**config.mk**
```make
export PLATFORM = sky130hd
export DESIGN_NAME = tick_timer_irq_control
export DESIGN_NICKNAME = d
export VERILOG_FILES = /design/src/logic/tick_timer_pkg.sv /design/src/logic/tick_if.sv /design/src/logic/tick_prescaler.sv /design/src/logic/tick_timer_irq_control.sv
export SDC_FILE = /design/constraint.sdc
export NUM_CORES = 1
export LEC_CHECK = 0
export ABC_AREA = 1
export BUFFER_PORTS_ARGS = -buffer_cell sky130_fd_sc_hd__buf_2
export CAP_MARGIN = 0
export CORE_MARGIN = 2
export CORE_UTILIZATION = 23
export DETAILED_ROUTE_END_ITERATION = 10
export SETUP_SLACK_MARGIN = 0.1
export SKIP_CTS_REPAIR_TIMING = 1
export SYNTH_ARGS = -nofsm -noshare
export SYNTH_HDL_FRONTEND = slang
export SYNTH_SLANG_ARGS = --single-unit
```
**constraint.sdc**
```tcl
create_clock -name MCLK_I -period 1.41 [get_ports MCLK_I]
set_input_delay 0.141 -clock MCLK_I [delete_from_list [all_inputs] [get_ports MCLK_I]]
set_output_delay 0.141 -clock MCLK_I [all_outputs]
set_load 0.01 [all_outputs]
```
**src/logic/tick_timer_pkg.sv**
```systemverilog
// Purpose: shared constants for the tick timer block
// Assumes: 32-bit APB data, one aligned word per register
// Notes:   byte address is four times the register index
package tick_timer_pkg;

    // ----------------------------------------
    // bus widths
    // ----------------------------------------
    localparam int ADDR_W  = 20;
    localparam int DATA_W  = 32;

    // ----------------------------------------
    // register indices and byte addresses
    // ----------------------------------------
    localparam logic [15:0] PRIO_IDX  = 16'hff20;
    localparam logic [15:0] EN_IDX    = 16'hff22;
    localparam logic [15:0] FLAG_IDX  = 16'hff24;
    localparam logic [15:0] CTRL_IDX  = 16'hff40;
    localparam logic [15:0] COUNT_IDX = 16'hff41;

    localparam logic [ADDR_W-1:0] PRIO_ADDR  = ADDR_W'({PRIO_IDX, 2'b00});
    localparam logic [ADDR_W-1:0] EN_ADDR    = ADDR_W'({EN_IDX, 2'b00});
    localparam logic [ADDR_W-1:0] FLAG_ADDR  = ADDR_W'({FLAG_IDX, 2'b00});
    localparam logic [ADDR_W-1:0] CTRL_ADDR  = ADDR_W'({CTRL_IDX, 2'b00});
    localparam logic [ADDR_W-1:0] COUNT_ADDR = ADDR_W'({COUNT_IDX, 2'b00});

    // ----------------------------------------
    // field layout
    // ----------------------------------------
    localparam int RUN_BIT   = 0;
    localparam int CLEAR_BIT = 1;
    localparam int PRIO_W    = 2;
    localparam int FLAG_NUM  = 4;
    localparam int COUNT_W   = 8;
    // counter stage feeding each source: 1 Hz, 2 Hz, 8 Hz, 32 Hz
    localparam int FLAG_STAGE [0:FLAG_NUM-1] = '{7, 6, 4, 2};

    // ----------------------------------------
    // reset values
    // ----------------------------------------
    localparam logic [COUNT_W-1:0]  COUNT_RST = 8'h00;
    localparam logic [PRIO_W-1:0]   PRIO_RST  = 2'h0;
    localparam logic [FLAG_NUM-1:0] EN_RST    = 4'h0;
    localparam logic [FLAG_NUM-1:0] FLAG_RST  = 4'h0;
    localparam logic                RUN_RST   = 1'b0;

    // ----------------------------------------
    // timing
    // ----------------------------------------
    localparam int CLK_FREQ_HZ  = 100_000_000;
    localparam int TICK_FREQ_HZ = 256;
    localparam int TICK_CYCLES  = CLK_FREQ_HZ / TICK_FREQ_HZ;
    localparam int DIV_W        = 20;

endpackage

```
**src/logic/tick_if.sv**
```systemverilog
// Purpose: carries the 256 Hz tick between prescaler and timer core
// Assumes: single clock domain
// Notes:   tick is a one-cycle pulse
`timescale 1ns/1ps
interface tick_if;
    import tick_timer_pkg::*;

    logic              tick;
    logic [DIV_W-1:0]  divisor;

    modport gen  (input divisor, output tick);
    modport core (output divisor, input tick);
endinterface

```
**src/logic/tick_prescaler.sv**
```systemverilog
// Purpose: divides the system clock down to the 256 Hz tick
// Assumes: divisor is at least two
// Notes:   tick marks the falling edge of the 256 Hz signal
`timescale 1ns/1ps
module tick_prescaler (
    // clock and reset
    input  wire logic  clk_i,
    input  wire logic  rst_n_i,
    // tick carrier
    tick_if.gen        tk
);
    import tick_timer_pkg::*;

    logic [DIV_W-1:0]  cnt;
    logic [DIV_W-1:0]  next_cnt;
    logic              tick;
    logic              next_tick;

    // ----------------------------------------
    // divider
    // ----------------------------------------
    always_comb begin
        next_tick = 1'b0;
        next_cnt  = cnt + DIV_W'(1);
        if (cnt >= tk.divisor - DIV_W'(1)) begin
            next_cnt  = '0;
            next_tick = 1'b1;
        end
    end

    always_ff @(posedge clk_i or negedge rst_n_i) begin
        if (!rst_n_i) begin
            cnt  <= '0;
            tick <= 1'b0;
        end else begin
            cnt  <= next_cnt;
            tick <= next_tick;
        end
    end

    assign tk.tick = tick;

endmodule

```
**src/logic/tick_timer_irq_control.sv**
```systemverilog
// Purpose: 8-bit time-base counter with four tick interrupt sources
// Assumes: APB slave, zero wait states, CPU mask on the same clock
// Notes:   tick divisor is a parameter so simulation can shorten it
//
// Register access over APB was decided locally.
`timescale 1ns/1ps

module tick_timer_irq_control #(
    parameter int TICK_DIV = tick_timer_pkg::TICK_CYCLES
) (
    // clock and reset
    input  wire logic                                  MCLK_I,
    input  wire logic                                  RST_N_I,
    // apb slave
    input  wire logic                                  PSEL_I,
    input  wire logic                                  PENABLE_I,
    input  wire logic                                  PWRITE_I,
    input  wire logic [tick_timer_pkg::ADDR_W-1:0]     PADDR_I,
    input  wire logic [tick_timer_pkg::DATA_W-1:0]     PWDATA_I,
    output logic      [tick_timer_pkg::DATA_W-1:0]     PRDATA_O,
    output logic                                       PREADY_O,
    output logic                                       PSLVERR_O,
    // cpu interrupt side
    input  wire logic [tick_timer_pkg::PRIO_W-1:0]     CPU_MASK_I,
    output logic                                       IRQ_REQ_O,
    output logic      [tick_timer_pkg::PRIO_W-1:0]     IRQ_LEVEL_O,
    // counter state
    output logic      [tick_timer_pkg::COUNT_W-1:0]    COUNT_O
);
    import tick_timer_pkg::*;

    // ----------------------------------------
    // declarations
    // ----------------------------------------
    logic [COUNT_W-1:0]   count;
    logic [COUNT_W-1:0]   next_count;
    logic [COUNT_W-1:0]   count_inc;
    logic                 run_req;
    logic                 next_run_req;
    logic                 running;
    logic                 next_running;
    logic [PRIO_W-1:0]    prio;
    logic [PRIO_W-1:0]    next_prio;
    logic [FLAG_NUM-1:0]  irq_en;
    logic [FLAG_NUM-1:0]  next_irq_en;
    logic [FLAG_NUM-1:0]  flags;
    logic [FLAG_NUM-1:0]  next_flags;
    logic [FLAG_NUM-1:0]  flag_set;
    logic [FLAG_NUM-1:0]  flag_clr;
    logic                 irq_req;
    logic                 next_irq_req;
    logic [DATA_W-1:0]    rdata;
    logic [DATA_W-1:0]    next_rdata;
    logic                 slverr;
    logic                 next_slverr;
    logic                 setup;
    logic                 wr_access;
    logic                 wr_prio;
    logic                 wr_en;
    logic                 wr_flag;
    logic                 wr_ctrl;
    logic                 count_step;
    logic                 addr_hit;
    logic                 tick;
    logic                 count_clear;
    logic [COUNT_W-1:0]   count_fall;
    logic [FLAG_NUM-1:0]  flag_pend;
    logic                 flag_any;
    logic                 prio_above;
    logic                 run_state;
    logic                 rd_setup;

    // ----------------------------------------
    // tick source
    // ----------------------------------------
    tick_if tk ();

    assign tk.divisor = DIV_W'(TICK_DIV);
    assign tick       = tk.tick;

    tick_prescaler u_prescaler (
        .clk_i   (MCLK_I),
        .rst_n_i (RST_N_I),
        .tk      (tk)
    );

    // ----------------------------------------
    // bus decode
    // ----------------------------------------
    assign setup     = PSEL_I & ~PENABLE_I;
    assign wr_access = PSEL_I & PENABLE_I & PWRITE_I;
    assign wr_prio   = wr_access & (PADDR_I == PRIO_ADDR);
    assign wr_en     = wr_access & (PADDR_I == EN_ADDR);
    assign wr_flag   = wr_access & (PADDR_I == FLAG_ADDR);
    assign wr_ctrl   = wr_access & (PADDR_I == CTRL_ADDR);
    assign rd_setup  = setup & ~PWRITE_I;
    assign count_clear = wr_ctrl & PWDATA_I[CLEAR_BIT];

    always_comb begin
        addr_hit = 1'b0;
        case (PADDR_I)
            PRIO_ADDR,
            EN_ADDR,
            FLAG_ADDR,
            CTRL_ADDR,
            COUNT_ADDR: begin
                addr_hit = 1'b1;
            end
            default: begin
                addr_hit = 1'b0;
            end
        endcase
    end

    // ----------------------------------------
    // read data, captured in the setup cycle
    // ----------------------------------------
    always_comb begin
        next_rdata  = rdata;
        next_slverr = slverr;
        if (setup) begin
            next_rdata  = '0;
            next_slverr = ~addr_hit;
            if (rd_setup) begin
                case (PADDR_I)
                    PRIO_ADDR: begin
                        next_rdata[PRIO_W-1:0] = prio;
                    end
                    EN_ADDR: begin
                        next_rdata[FLAG_NUM-1:0] = irq_en;
                    end
                    FLAG_ADDR: begin
                        next_rdata[FLAG_NUM-1:0] = flags;
                    end
                    CTRL_ADDR: begin
                        // clear bit always reads zero
                        next_rdata[RUN_BIT]   = run_state;
                        next_rdata[CLEAR_BIT] = 1'b0;
                    end
                    COUNT_ADDR: begin
                        next_rdata[COUNT_W-1:0] = count;
                    end
                    default: begin
                        next_rdata = '0;
                    end
                endcase
            end
        end
    end

    always_ff @(posedge MCLK_I or negedge RST_N_I) begin
        if (!RST_N_I) begin
            rdata  <= '0;
            slverr <= 1'b0;
        end else begin
            rdata  <= next_rdata;
            slverr <= next_slverr;
        end
    end

    assign PRDATA_O  = rdata;
    assign PREADY_O  = 1'b1;
    assign PSLVERR_O = PSEL_I & PENABLE_I & slverr;

    // ----------------------------------------
    // control registers
    // ----------------------------------------
    always_comb begin
        next_prio    = prio;
        next_irq_en  = irq_en;
        next_run_req = run_req;
        if (wr_prio) begin
            next_prio = PWDATA_I[PRIO_W-1:0];
        end
        if (wr_en) begin
            next_irq_en = PWDATA_I[FLAG_NUM-1:0];
        end
        if (wr_ctrl) begin
            next_run_req = PWDATA_I[RUN_BIT];
        end
    end

    always_ff @(posedge MCLK_I or negedge RST_N_I) begin
        if (!RST_N_I) begin
            prio    <= PRIO_RST;
            irq_en  <= EN_RST;
            run_req <= RUN_RST;
        end else begin
            prio    <= next_prio;
            irq_en  <= next_irq_en;
            run_req <= next_run_req;
        end
    end

    assign run_state = run_req | running;

    // ----------------------------------------
    // counter
    // ----------------------------------------
    assign count_step = tick & running;
    assign count_inc  = count + COUNT_W'(1);

    always_comb begin
        next_count   = count;
        next_running = running;
        if (tick) begin
            // run state follows the request only on a tick
            next_running = run_req;
            if (running) begin
                next_count = count_inc;
            end
        end
        // count byte itself has no write path
        if (count_clear) begin
            next_count = COUNT_RST;
        end
    end

    always_ff @(posedge MCLK_I or negedge RST_N_I) begin
        if (!RST_N_I) begin
            count   <= COUNT_RST;
            running <= RUN_RST;
        end else begin
            count   <= next_count;
            running <= next_running;
        end
    end

    assign COUNT_O = count;

    // ----------------------------------------
    // stage falling edges on an increment
    // ----------------------------------------
    assign count_fall = count & ~count_inc;

    // ----------------------------------------
    // factor flags
    // ----------------------------------------
    for (genvar i = 0; i < FLAG_NUM; i++) begin : g_flag
        // falling edge of the source stage on an increment
        assign flag_set[i] = count_step & ~count_clear
                             & count_fall[FLAG_STAGE[i]];
        assign flag_clr[i] = wr_flag & PWDATA_I[i];
    end

    always_comb begin
        // set wins over a clear in the same cycle
        next_flags = (flags & ~flag_clr) | flag_set;
    end

    always_ff @(posedge MCLK_I or negedge RST_N_I) begin
        if (!RST_N_I) begin
            flags <= FLAG_RST;
        end else begin
            flags <= next_flags;
        end
    end

    // ----------------------------------------
    // pending sources
    // ----------------------------------------
    assign flag_pend  = flags & irq_en;
    assign flag_any   = |flag_pend;
    assign prio_above = (prio > CPU_MASK_I);

    // ----------------------------------------
    // interrupt request
    // ----------------------------------------
    always_comb begin
        // mask level held by the cpu
        next_irq_req = flag_any && prio_above;
    end

    always_ff @(posedge MCLK_I or negedge RST_N_I) begin
        if (!RST_N_I) begin
            irq_req <= 1'b0;
        end else begin
            irq_req <= next_irq_req;
        end
    end

    assign IRQ_REQ_O   = irq_req;
    assign IRQ_LEVEL_O = prio;

endmodule

```
; Yosys cells after proc, flatten, opt, wreduce, memory -nomap -nowiden
; Cells that the tools add are included.
; Widths: inputs -> output; s select.
[word_totals]
inputBits = 59
reg_bits = 75
output_inout_bits = 45
wordCells = 67
[op_classes]
magnitude_cmp = 2
eq_ne = 5
muxes = 10
n_reduce_logical = 6
add_sub_neg = 2
bitwise_logic = 31
[ops]
columns = cell, count
row1 = $eq 20x18->1 const B, 5
row2 = $mux 8, 4
row3 = $add 20x1->20 const B, 1
row4 = $and 1x1->1, 20
row5 = $ge 20x19->1 const B, 1
row6 = $mux 20, 1
row7 = $pmux 2 s5, 1
row8 = $add 8x1->8 const B, 1
row9 = $and 4x4->4, 2
row10 = $and 8x8->8, 1
row11 = $not 8->8, 1
row12 = $pmux 2 s3, 1
row13 = $reduce_or 5->1, 1
row14 = $mux 4, 1
row15 = $not 1->1, 4
row16 = $not 4->4, 1
row17 = $or 4x4->4, 1
row18 = $reduce_bool 2->1, 2
row19 = $reduce_or 4->1, 1
row20 = $gt 2x2->1, 1
row21 = $mux 1, 2
row22 = $reduce_and 2->1, 1
row23 = $logic_and 1x1->1, 1
row24 = $or 1x1->1, 1

; Longest topological paths before layout
; Gate-level depths: netlist of run 1.
[depth]
word_depth = 8
mapped_depth = 10
mapped_depth_nobuf = 10

; By module
; Synthesis of run 1 repeated with hierarchy kept, for this count alone.
[hier_totals]
cells_unflattened = 567
hier_area_um2 = 4053.9
[by_module_without_submodules]
columns = module, cells_each, seq_area_each_um2, n_inst, area_each_um2
row1 = tick_timer_irq_control, 279, 750.7, 1, 2063.2
row2 = tick_prescaler, 288, 525.5, 1, 1990.7

; Worst setup path after synthesis of run 1
; No wires, ideal clock.
[synth_timing]
path_kind = flip-flop to flip-flop
start = reg u_prescaler.cnt[0]
end = reg u_prescaler.cnt[16]
t_arrival_ps = 1355
period_less_slack_ps = 1474
required_ps = 1292
setup_slack_ps = -64
stages_incl_launch_ff = 10
path_cell_list = dfrtp_1 ha_1 nand3_1 nor2_2 nand2_2 nor2_4 nand2_2 nor2_2 xor2_1 nor2_1
[synth_between]
elab_chain_len = 2
word_cells_on_any_way = 3
classes_between = add/sub: 1 / order compare: 1 / mux: 1
[synth_rtl]
columns = item, line
row1 = from (decl), tick_prescaler.sv:14  ; logic [DIV_W-1:0] cnt;
row2 = from (signal assigned), tick_prescaler.sv:36  ; cnt <= next_cnt;
row3 = $add 20x1->20 / $ge 20x19->1 (equally long branches), "tick_prescaler.sv:24, tick_prescaler.sv:25"
row4 = $mux 20 (*), tick_prescaler.sv:25  ; if (cnt >= tk.divisor - DIV_W'(1)) begin
row5 = net u_prescaler.next_cnt[16], tick_prescaler.sv:15  ; logic [DIV_W-1:0] next_cnt;
; The timed path passes the listed nets; every way through them passes the cells marked *.
; A chain may end at the register's enable or synchronous reset.

; Worst setup path in the final report of run 1
[layout_timing]
start = reg u_prescaler.cnt[0]
end = reg u_prescaler.cnt[13]
; Same word-level chain as after synthesis.

==> impl_metrics.csv, run 1 <==
group,metric,value,unit
global_route,grt_max_degree,52,
detailed_routing,drc_errors,0,
clock_tree,clock_path_buffers,2,
placed_design,gp_congestion,0.877,
worst_setup_path,start_kind,"flop",
worst_setup_path,worstPathRequired,1.60,ns
clock_tree,clock_latency,0.30,ns
detailed_routing,dr.pass1.iters,4,
logic_synthesis,synth_flop_cell,"dfrtp_1",
logic_synthesis,avgSynthCellArea,7.97,um^2
worst_setup_path,crit_type,"reg2reg",
timing,rsz0062_at_grt,"true",
finish,final_cell_mix,"nand2_1, inv_1, buf_2",
finish,final_common_cell,"nand2_1",
timing,min_period,1.53,ns
logic_synthesis,ys_warn_count,0,
timing,setup_viol,6,
worst_setup_path,r2r_end,"u_prescaler.cnt[13]$_DFF_PN0_",
pwr,power,0.00316,W
logic_synthesis,ys_top_cells_by_area,"dfrtp_1, nand2_1, buf_4",
detailed_routing,avgViaCountPerCell,4.23,
placed_design,dpl.hpwl,5660,um
logic_synthesis,synth-edff-count,0,
global_route,grt_pass1_wl,12400,um
worst_setup_path,worstPathArrival,1.71,ns
global_route,grt_remaining_overflow,0,
detailed_routing,wl_per_cell,11.5,um
detailed_routing,drt-total-wl,7670,um
finish,fin_util,31.9,%
logic_synthesis,synth_top_cell_area_share,41.2,%
global_route,grt_usage,10.4,%
die,pin_count,104,
worst_setup_path,worstRegToRegCells,8,
finish,final_nets,560,
pwr,p_leak,2.14,nW
finish,area_delta_synth_final,35.9,%
die,start_util,23.5,%
timing,max_freq,654,MHz
logic_synthesis,ys_seq_area_share,41.2,%
pwr,peakVddDrop,0.576,mV
timing,finalHoldViolations,0,
logic_synthesis,ys_ff_latch,51,
die,die_h,120,um
clock_tree,clk_pin_slew_worst_paths,0.07,ns
worst_setup_path,reg2reg_from,"u_prescaler.cnt[0]$_DFF_PN0_",
die,die_area,14400,um^2
global_route,antenna_found_initial,0,
detailed_routing,drt_iter0_markers,160,
status,violations,"setup timing",
logic_synthesis,netlist_area,3100,um^2
die,die_w,120,um
hold_path,min-delay-start,"PWDATA_I[2]",
worst_setup_path,crit_fanout,6,
die,core,13200,um^2
worst_setup_path,endpoint_kind,"flop",
placed_design,io_buffers,50,
detailed_routing,num_vias,2827,
global_route,grt_pass1_vias,2732,
finish,drive_gt1_share,34.1,%
pwr,powerDensity,751,nW/um^2
worst_setup_path,crit_start,"u_prescaler.cnt[0]$_DFF_PN0_",
timing,layout_setup_ws,-0.118,ns
clock_tree,cts_buffers,5,
die,rows,42,
worst_setup_path,crit_end,"u_prescaler.cnt[13]$_DFF_PN0_",
finish,fillers,1383,
clock_tree,cts.sinks,51,
logic_synthesis,yosys.area.top_type,"dfrtp_1",
timing,skew,0.00788,ns
logic_synthesis,synthArstFlopShare,100,%
detailed_routing,ant_nets,0,
finish,diodes,0,
timing,drv_slew,0,
status,status,"finished with violations",
hold_path,worstHoldPathType,"in2reg",
worst_setup_path,r2r_slack,-0.12,ns
clock_tree,cts_max_level,2,
timing,min_period_over_period,108,%
clock_tree,cts_root_buf,"clkbuf_16",
run,drv_cap,0,
logic_synthesis,yosysUniqueCellTypes,36,
logic_synthesis,netlist_instances,389,
clock_tree,tritoncts,"built",
## critical path, stage by stage, from the launching register on
cell,delay [ns]
dfrtp_1,0.40
buf_6,0.13
nand3_4,0.08
nor2_4,0.13
nand2_2,0.09
nor2_4,0.22
nand4_2,0.13
xor2_1,0.20
nor2_2,0.05
## cell usage after synthesis, types with 2 or more instances
library cell / count
o31ai_1: 4
nor2_2: 6
nand4_1: 16
nor2_1: 37
and3_1: 2
nand2_1: 74
conb_1: 2
xnor2_1: 2
xor2_1: 10
nor4_1: 2
nand2_2: 5
o21ai_0: 19
ha_1: 9
inv_1: 54
nor3_2: 2
nor3_1: 7
nor2_4: 6
nand3_1: 37
buf_4: 27
a21oi_1: 2
dfrtp_1: 51
## kinds of logic after synthesis
family	Yosys count	synth area share, %
adders and majority gates	9	3.63
other	2	0.242
AOI/OAI and AO/OA	29	5.33
DFF	51	41.2
xor gates and xnor gates	12	3.39
and+or+nand+nor	201	32.2
buffers and inverters	84	13.7
muxes	1	0.363
## sequential cells by signal, indices dropped and copies added, names as in the netlist
signal and flops:
u_prescaler.cnt 20, COUNT_O 8, PRDATA_O 8, flags 4
irq_en 4, IRQ_LEVEL_O 2, IRQ_REQ_O 1, run_req 1
running 1, slverr 1, u_prescaler.tk.tick 1
## power breakdown
group / switching [W] / leakage (nW) / internal (W)
Combinational: 0.000169 / 1.36 / 0.000104
Clock: 0.000558 / 0.0804 / 0.000844
Sequential: 0.0000133 / 0.696 / 0.00148
## layout make-up
cell class	instances	area [um^2]	share of cell area, %
multi-input cells	278	1660	39.4
flip-flops and latches	51	1280	30.4
repair buffers	101	674	16.0
well taps	176	220	5.23
inverters	55	206	4.90
clock buffers	5	125	2.97
clock inverters	3	46.3	1.10
## worst min path at each step
stage	end	cells past startpoint
after floorplan	COUNT_O[0]$_DFFE_PN0P_	0
after global placement	u_prescaler.cnt[5]$_DFF_PN0_	2
after detailed placement	u_prescaler.cnt[5]$_DFF_PN0_	2
after CTS	u_prescaler.cnt[5]$_DFF_PN0_	2
after global routing	irq_en[2]$_DFFE_PN0P_	3
final	irq_en[2]$_DFFE_PN0P_	3
## per-stage QoR
step / instances / worst slack, ns / instance area, um^2 / hold WS [ns] / TNS, ns
after global placement: 647 / -0.0311 / 3760 / 0.151 / -0.0311
after floorplan: 413 / -0.0233 / 3220 / -0.155 / -0.0233
after CTS: 655 / -0.0511 / 3940 / -0.166 / -0.149
after detailed placement: 647 / -0.0500 / 3760 / 0.150 / -0.167
final: 669 / -0.118 / 4210 / 0.144 / -0.386
after global routing: 669 / -0.211 / 4210 / 0.184 / -1.50
## layer usage
metal	routed length, um	vias up	track usage, %
met2	3750	79	17.5
li1	-	1411	-
met3	409	15	2.23
met4	143	0	2.87
met1	3370	1322	13.4
met5	0	-	0
Note: power is estimated with default switching activity, not from simulation.
==> run 2, diff against run 1 <==
- SYNTH_HIERARCHICAL: unset -> 1
- clock period: 1.41 -> 1.5 ns (I/O delays scaled with it)
==> impl_metrics.csv, run 2 <==
group,metric,value,unit
status,status,"finished with violations",
status,violations,"setup timing",
finish,diodes,0,
finish,final_common_cell,"nand2_1",
finish,drive_gt1_share,23.1,%
global_route,grt_usage,10.2,%
placed_design,dp_cells,927,
finish,final_cell_area,5370,um^2
placed_design,io_buffers,50,
global_route,grt_remaining_overflow,0,
detailed_routing,drt-total-wl,9310,um
logic_synthesis,synthArstFlopShare,100,%
global_route,grt_pass1_vias,3429,
die,die_w,137,um
clock_tree,clk_pin_slew_worst_paths,0.06,ns
worst_setup_path,start_kind,"flop",
pwr,seq_power_share,45.2,%
detailed_routing,wl_per_cell,9.92,um
pwr,p_leak,2.78,nW
pwr,peakVddDrop,0.403,mV
die,die_area,18700,um^2
detailed_routing,num_vias,3677,
timing,skew,0.00587,ns
pwr,swShare,28.4,%
worst_setup_path,worstPathRequired,1.67,ns
clock_tree,clock_path_buffers,2,
timing,layout_setup_ws,-0.183,ns
logic_synthesis,yosys.area.top_type,"dfrtp_1",
placed_design,postPlaceCellArea,4960,um^2
finish,final_cells,939,
pwr,p_int,0.00236,W
clock_tree,tritoncts,"built",
die,rows,48,
clock_tree,clock_latency,0.29,ns
clock_tree,cts_root_buf,"clkbuf_16",
timing,min_period_over_period,112,%
detailed_routing,drt_iter0_markers,134,
die,die_h,137,um
run,drv_cap,0,
logic_synthesis,ys_ff_latch,51,
hold_path,worstHoldPathType,"in2reg",
placed_design,dpl.hpwl,7350,um
finish,fillers,1887,
global_route,grt_pass1_wl,15600,um
global_route,antenna_found_initial,0,
timing,finalHoldViolations,0,
pwr,powerDensity,614,nW/um^2
worst_setup_path,crit_type,"reg2reg",
finish,area.sequential,1280,um^2
placed_design,gp_congestion,0.854,
finish,area_delta_synth_final,32.5,%
worst_setup_path,worstPathArrival,1.85,ns
finish,multi_input_comb_area,2740,um^2
detailed_routing,drc_errors,0,
worst_setup_path,path_cells,"ha_4, nand2_4, nor2_4, nand2_2, nor2_2, nand2_1, nand4_1, buf_6, clkbuf_16, nor2_2",
logic_synthesis,ys_seq_area_share,31.5,%
worst_setup_path,endpoint_kind,"flop",
timing,min_period,1.68,ns
clock_tree,cts_max_level,2,
die,core,17200,um^2
worst_setup_path,critPathMostFrequentCell,"nor2_2",
worst_setup_path,critPathTopFamily,"simple AND/OR/NAND/NOR gates",
pwr,clock_power_share,31.8,%
timing,finalSetupTns,-3.41,ns
worst_setup_path,crit_fanout,5,
die,pin_count,104,
worst_setup_path,max_stage_delay,0.42,ns
logic_synthesis,synth-edff-count,0,
timing,drv_slew,0,
worst_setup_path,r2r_slack,-0.18,ns
pwr,switchingPower,0.000937,W
logic_synthesis,netlist_instances,567,
detailed_routing,dr.pass1.iters,4,
detailed_routing,avgViaCountPerCell,3.92,
logic_synthesis,synth_commonest_cells,"nand2_1, nor2_1, inv_1",
worst_setup_path,cp_slowest_cell,"dfrtp_1",
logic_synthesis,netlist_area,4050,um^2
timing,rsz0062_at_grt,"true",
global_route,grt_max_degree,52,
pwr,p_comb_share,23.0,%
worst_setup_path,path_buf_inv,2,
clock_tree,cts.sinks,51,
logic_synthesis,ys_warn_count,6,
logic_synthesis,yosysUniqueCellTypes,32,
finish,largest_register_ffs,20,
logic_synthesis,synth_top_cell_area_share,31.5,%
die,start_util,23.5,%
finish,final_nets,803,
logic_synthesis,avgSynthCellArea,7.15,um^2
timing,setup_viol,21,
clock_tree,cts_buffers,5,
finish,top_register,"u_prescaler/cnt",
finish,final_cell_mix,"nand2_1, conb_1, inv_1",
logic_synthesis,synth_flop_cell,"dfrtp_1",
logic_synthesis,yosysMostFrequentCell,"nand2_1",
timing,max_freq,594,MHz
logic_synthesis,ys_top_cells_by_area,"dfrtp_1, nand2_1, ha_1",
detailed_routing,ant_nets,0,
-- run 2: cell types whose count changed in the layout (fill, tap and decap cells not counted), sizes merged, moves of 4 or more --
cell | previous run | this run
nand2 | 79 | 145
conb | 26 | 79
nor2 | 49 | 92
inv | 56 | 78
ha | 9 | 29
xor2 | 10 | 27
buf | 100 | 90
a21oi | 2 | 7
xnor2 | 2 | 6
-- run 2: kinds of logic (layout without fill, tap and decap cells) --
kind of cell | after synthesis | in the layout | synth area share (%)
buffers and inverters | 108 | 178 | 12.8
DFF | 51 | 51 | 31.5
AOI/OAI and AO/OA | 35 | 35 | 4.78
xor gates and xnor gates | 33 | 33 | 7.13
and+or+nand+nor | 309 | 309 | 34.7
adders and majority gates | 29 | 29 | 8.95
other | 2 | 79 | 0.185
-- run 2: final cells by class --
| class | instances | area share (%) |
|---|---|---|
| Multi-Input combinational cell | 485 | 51.1 |
| Timing Repair Buffer | 93 | 12.0 |
| Inverter | 79 | 5.52 |
| Sequential cell | 51 | 23.8 |
| Clock buffer | 6 | 2.40 |
| Tap cell | 225 | 5.24 |
-- run 2: per-stage QoR --
step | total power [W] | setup WS [ns] | hold WS, ns | utilization (%)
floorplan | 0.00200 | 0.0132 | -0.146 | -
global placement | 0.00220 | -0.105 | 0.167 | 28.8
detailed placement | 0.00221 | -0.148 | 0.165 | 28.8
CTS | 0.00327 | -0.176 | -0.143 | 29.5
global route | 0.00353 | -0.279 | 0.158 | 31.2
finish | 0.00330 | -0.183 | 0.107 | 31.2
-- run 2: path summary, 6_finish.rpt --
| check | startpoint | endpoint | cells past startpoint |
|---|---|---|---|
| max | u_prescaler/cnt[19]$_DFF_PN0_ | u_prescaler/cnt[6]$_DFF_PN0_ | 10 |
| min | PWDATA_I[0] | run_req$_DFFE_PN0N_ | 3 |
| max reg2reg | u_prescaler/cnt[19]$_DFF_PN0_ | u_prescaler/cnt[6]$_DFF_PN0_ | 10 |
| min reg2reg | u_prescaler/cnt[0]$_DFF_PN0_ | u_prescaler/cnt[0]$_DFF_PN0_ | 1 |
| max in group asynchronous | RST_N_I | COUNT_O[0]$_DFFE_PN0P_ | 3 |
| min in group asynchronous | RST_N_I | PRDATA_O[4]$_DFFE_PN0P_ | 3 |
-- run 2: power groups by stage --
stage	Combinational, W	Sequential (W)	Clock, W
finish	0.000757	0.00149	0.00105
global route	0.000887	0.00150	0.00114
CTS	0.000699	0.00149	0.00108
detailed placement	0.000699	0.00151	0
global placement	0.000686	0.00152	0
floorplan	0.000473	0.00153	0
-- run 2: worst register-to-register path, delay by kind of cell (launching register included) --
kind                       cells  cell delay, ns
DFF                            1            0.42
buffers and inverters          2            0.30
and+or+nand+nor                7            0.55
adders and majority gates      1            0.30
-- run 2: layer usage --
| layer | part of all wire, % | global-route usage [%] |
|---|---|---|
| met2 | 48 | 17.7 |
| met1 | 47 | 13.5 |
| met3 | 5.0 | 1.44 |
| met4 | 0.82 | 1.85 |
| met5 | 0 | 0 |
==> run 3, diff against run 2 <==
- CORE_MARGIN: 2 -> 3
==> impl_metrics.csv, run 3 (same netlist as run 2, synthesis figures left out) <==
group,metric,value,unit
die,die_w,139,um
pwr,p_int,0.00236,W
die,core,16900,um^2
detailed_routing,dr.pass1.iters,4,
detailed_routing,avgViaCountPerCell,3.90,
pwr,p_leak,2.79,nW
finish,fillers,1863,
global_route,grt_pass1_wl,15800,um
die,pin_count,104,
pwr,peakVddDrop,0.414,mV
global_route,grt_remaining_overflow,0,
finish,final_cell_area,5290,um^2
clock_tree,cts_max_level,2,
timing,finalSetupTns,-3.21,ns
worst_setup_path,worstPathArrival,1.84,ns
clock_tree,tritoncts,"built",
pwr,powerDensity,624,nW/um^2
placed_design,postPlaceCellArea,4940,um^2
detailed_routing,drt-total-wl,9390,um
worst_setup_path,crit_type,"reg2reg",
pwr,seq_power_share,45.2,%
detailed_routing,num_vias,3646,
clock_tree,clock_latency,0.28,ns
pwr,swShare,28.4,%
global_route,grt_max_degree,31,
clock_tree,cts.sinks,51,
timing,min_period_over_period,111,%
placed_design,io_buffers,50,
finish,drive_gt1_share,21.5,%
pwr,clock_power_share,32.3,%
timing,setup_viol,21,
pwr,p_comb_share,22.4,%
timing,skew,0.00642,ns
finish,area_delta_synth_final,30.5,%
placed_design,gp_congestion,0.830,
timing,finalHoldViolations,0,
worst_setup_path,crit_fanout,6,
timing,timing.hold.ws,0.111,ns
global_route,antenna_found_initial,0,
placed_design,pre_cts_ws,-0.0970,ns
detailed_routing,wl_per_cell,10.0,um
finish,final_nets,803,
timing,rsz0062_at_grt,"true",
finish,final_cells,935,
placed_design,dpl.hpwl,7590,um
worst_setup_path,worstPathRequired,1.67,ns
status,status,"finished with violations",
global_route,grt_usage,9.65,%
finish,largest_register_ffs,20,
finish,top_register,"u_prescaler/cnt",
clock_tree,cts_root_buf,"clkbuf_16",
finish,final_cell_mix,"nand2_1, conb_1, inv_1",
finish,diodes,0,
status,violations,"setup timing",
placed_design,dp_cells,922,
global_route,grt_pass1_vias,3450,
clock_tree,clock_path_buffers,2,
timing,layout_setup_ws,-0.167,ns
die,rows,47,
detailed_routing,drt_iter0_markers,112,
die,start_util,23.9,%
detailed_routing,drc_errors,0,
timing,drv_slew,0,
pwr,switchingPower,0.000939,W
run,drv_cap,0,
worst_setup_path,endpoint_kind,"flop",
timing,min_period,1.67,ns
clock_tree,clk_pin_slew_worst_paths,0.06,ns
detailed_routing,ant_nets,0,
worst_setup_path,start_kind,"flop",
die,die_area,19300,um^2
timing,max_freq,600,MHz
finish,final_common_cell,"nand2_1",
clock_tree,cts_buffers,5,
die,die_h,139,um
hold_path,worstHoldPathType,"in2reg",
-- run 3: cell count changes in the layout (fill, tap and decap cells not counted), moves of 2 or more --
cell	delta
clkbuf_16	-2
ha_1	+3
buf_4	-2
nor2_1	+6
buf_6	+5
ha_4	-3
nor2_2	-5
-- run 3: power groups by stage --
| stage | sequential [W] | clock (W) | combinational, W |
|---|---|---|---|
| 2_1_floorplan | 0.00153 | 0 | 0.000473 |
| 3_3_place_gp | 0.00152 | 0 | 0.000687 |
| 3_5_place_dp | 0.00151 | 0 | 0.000696 |
| 4_1_cts | 0.00149 | 0.00111 | 0.000700 |
| 5_1_grt | 0.00150 | 0.00117 | 0.000856 |
| 6_report | 0.00149 | 0.00107 | 0.000741 |
-- run 3: per-stage QoR --
| step | util, % | power (W) |
|---|---|---|
| finish | 31.2 | 0.00330 |
| global route | 31.2 | 0.00353 |
| CTS | 30.0 | 0.00330 |
| detailed placement | 29.2 | 0.00221 |
| global placement | 29.2 | 0.00220 |
| floorplan | - | 0.00200 |
-- run 3: critical path, stage by stage (launching register included) --
cell     delay [ns]
dfrtp_1        0.41
ha_4           0.28
nand2_1        0.07
nor2_2         0.17
nand2_1        0.09
nor2_1         0.09
nand2_1        0.06
nand4_1        0.10
buf_6          0.13
buf_6          0.12
nor2_1         0.04
-- run 3: area by class of cell --
type | count | area, um^2 | area share [%]
tap | 220 | 275 | 5.20
inverter | 79 | 297 | 5.60
sequential | 51 | 1280 | 24.1
multi-input combinational | 485 | 2700 | 50.9
clock buffer | 7 | 133 | 2.51
timing repair buffer | 93 | 614 | 11.6
-- run 3: path summary, 6_finish.rpt --
path / start / end / slack, ns / depth (start not counted)
setup / recovery: u_prescaler/cnt[19]$_DFF_PN0_ / u_prescaler/cnt[4]$_DFF_PN0_ / -0.17 / 10
hold / removal: PWDATA_I[0] / run_req$_DFFE_PN0N_ / 0.11 / 3
setup reg to reg: u_prescaler/cnt[19]$_DFF_PN0_ / u_prescaler/cnt[4]$_DFF_PN0_ / -0.17 / 10
hold reg to reg: u_prescaler/cnt[0]$_DFF_PN0_ / u_prescaler/cnt[0]$_DFF_PN0_ / 0.46 / 1
max in group asynchronous: RST_N_I / COUNT_O[4]$_DFFE_PN0P_ / 0.73 / 3
min in group asynchronous: RST_N_I / PRDATA_O[0]$_DFFE_PN0P_ / 0.28 / 2
-- run 3: per-layer routing --
layer	GRT usage, %	up-vias	wire [um]
li1	-	1984	-
met1	12.4	1590	4350
met2	17.0	66	4560
met3	2.00	6	427
met4	1.60	0	55
met5	0	-	0
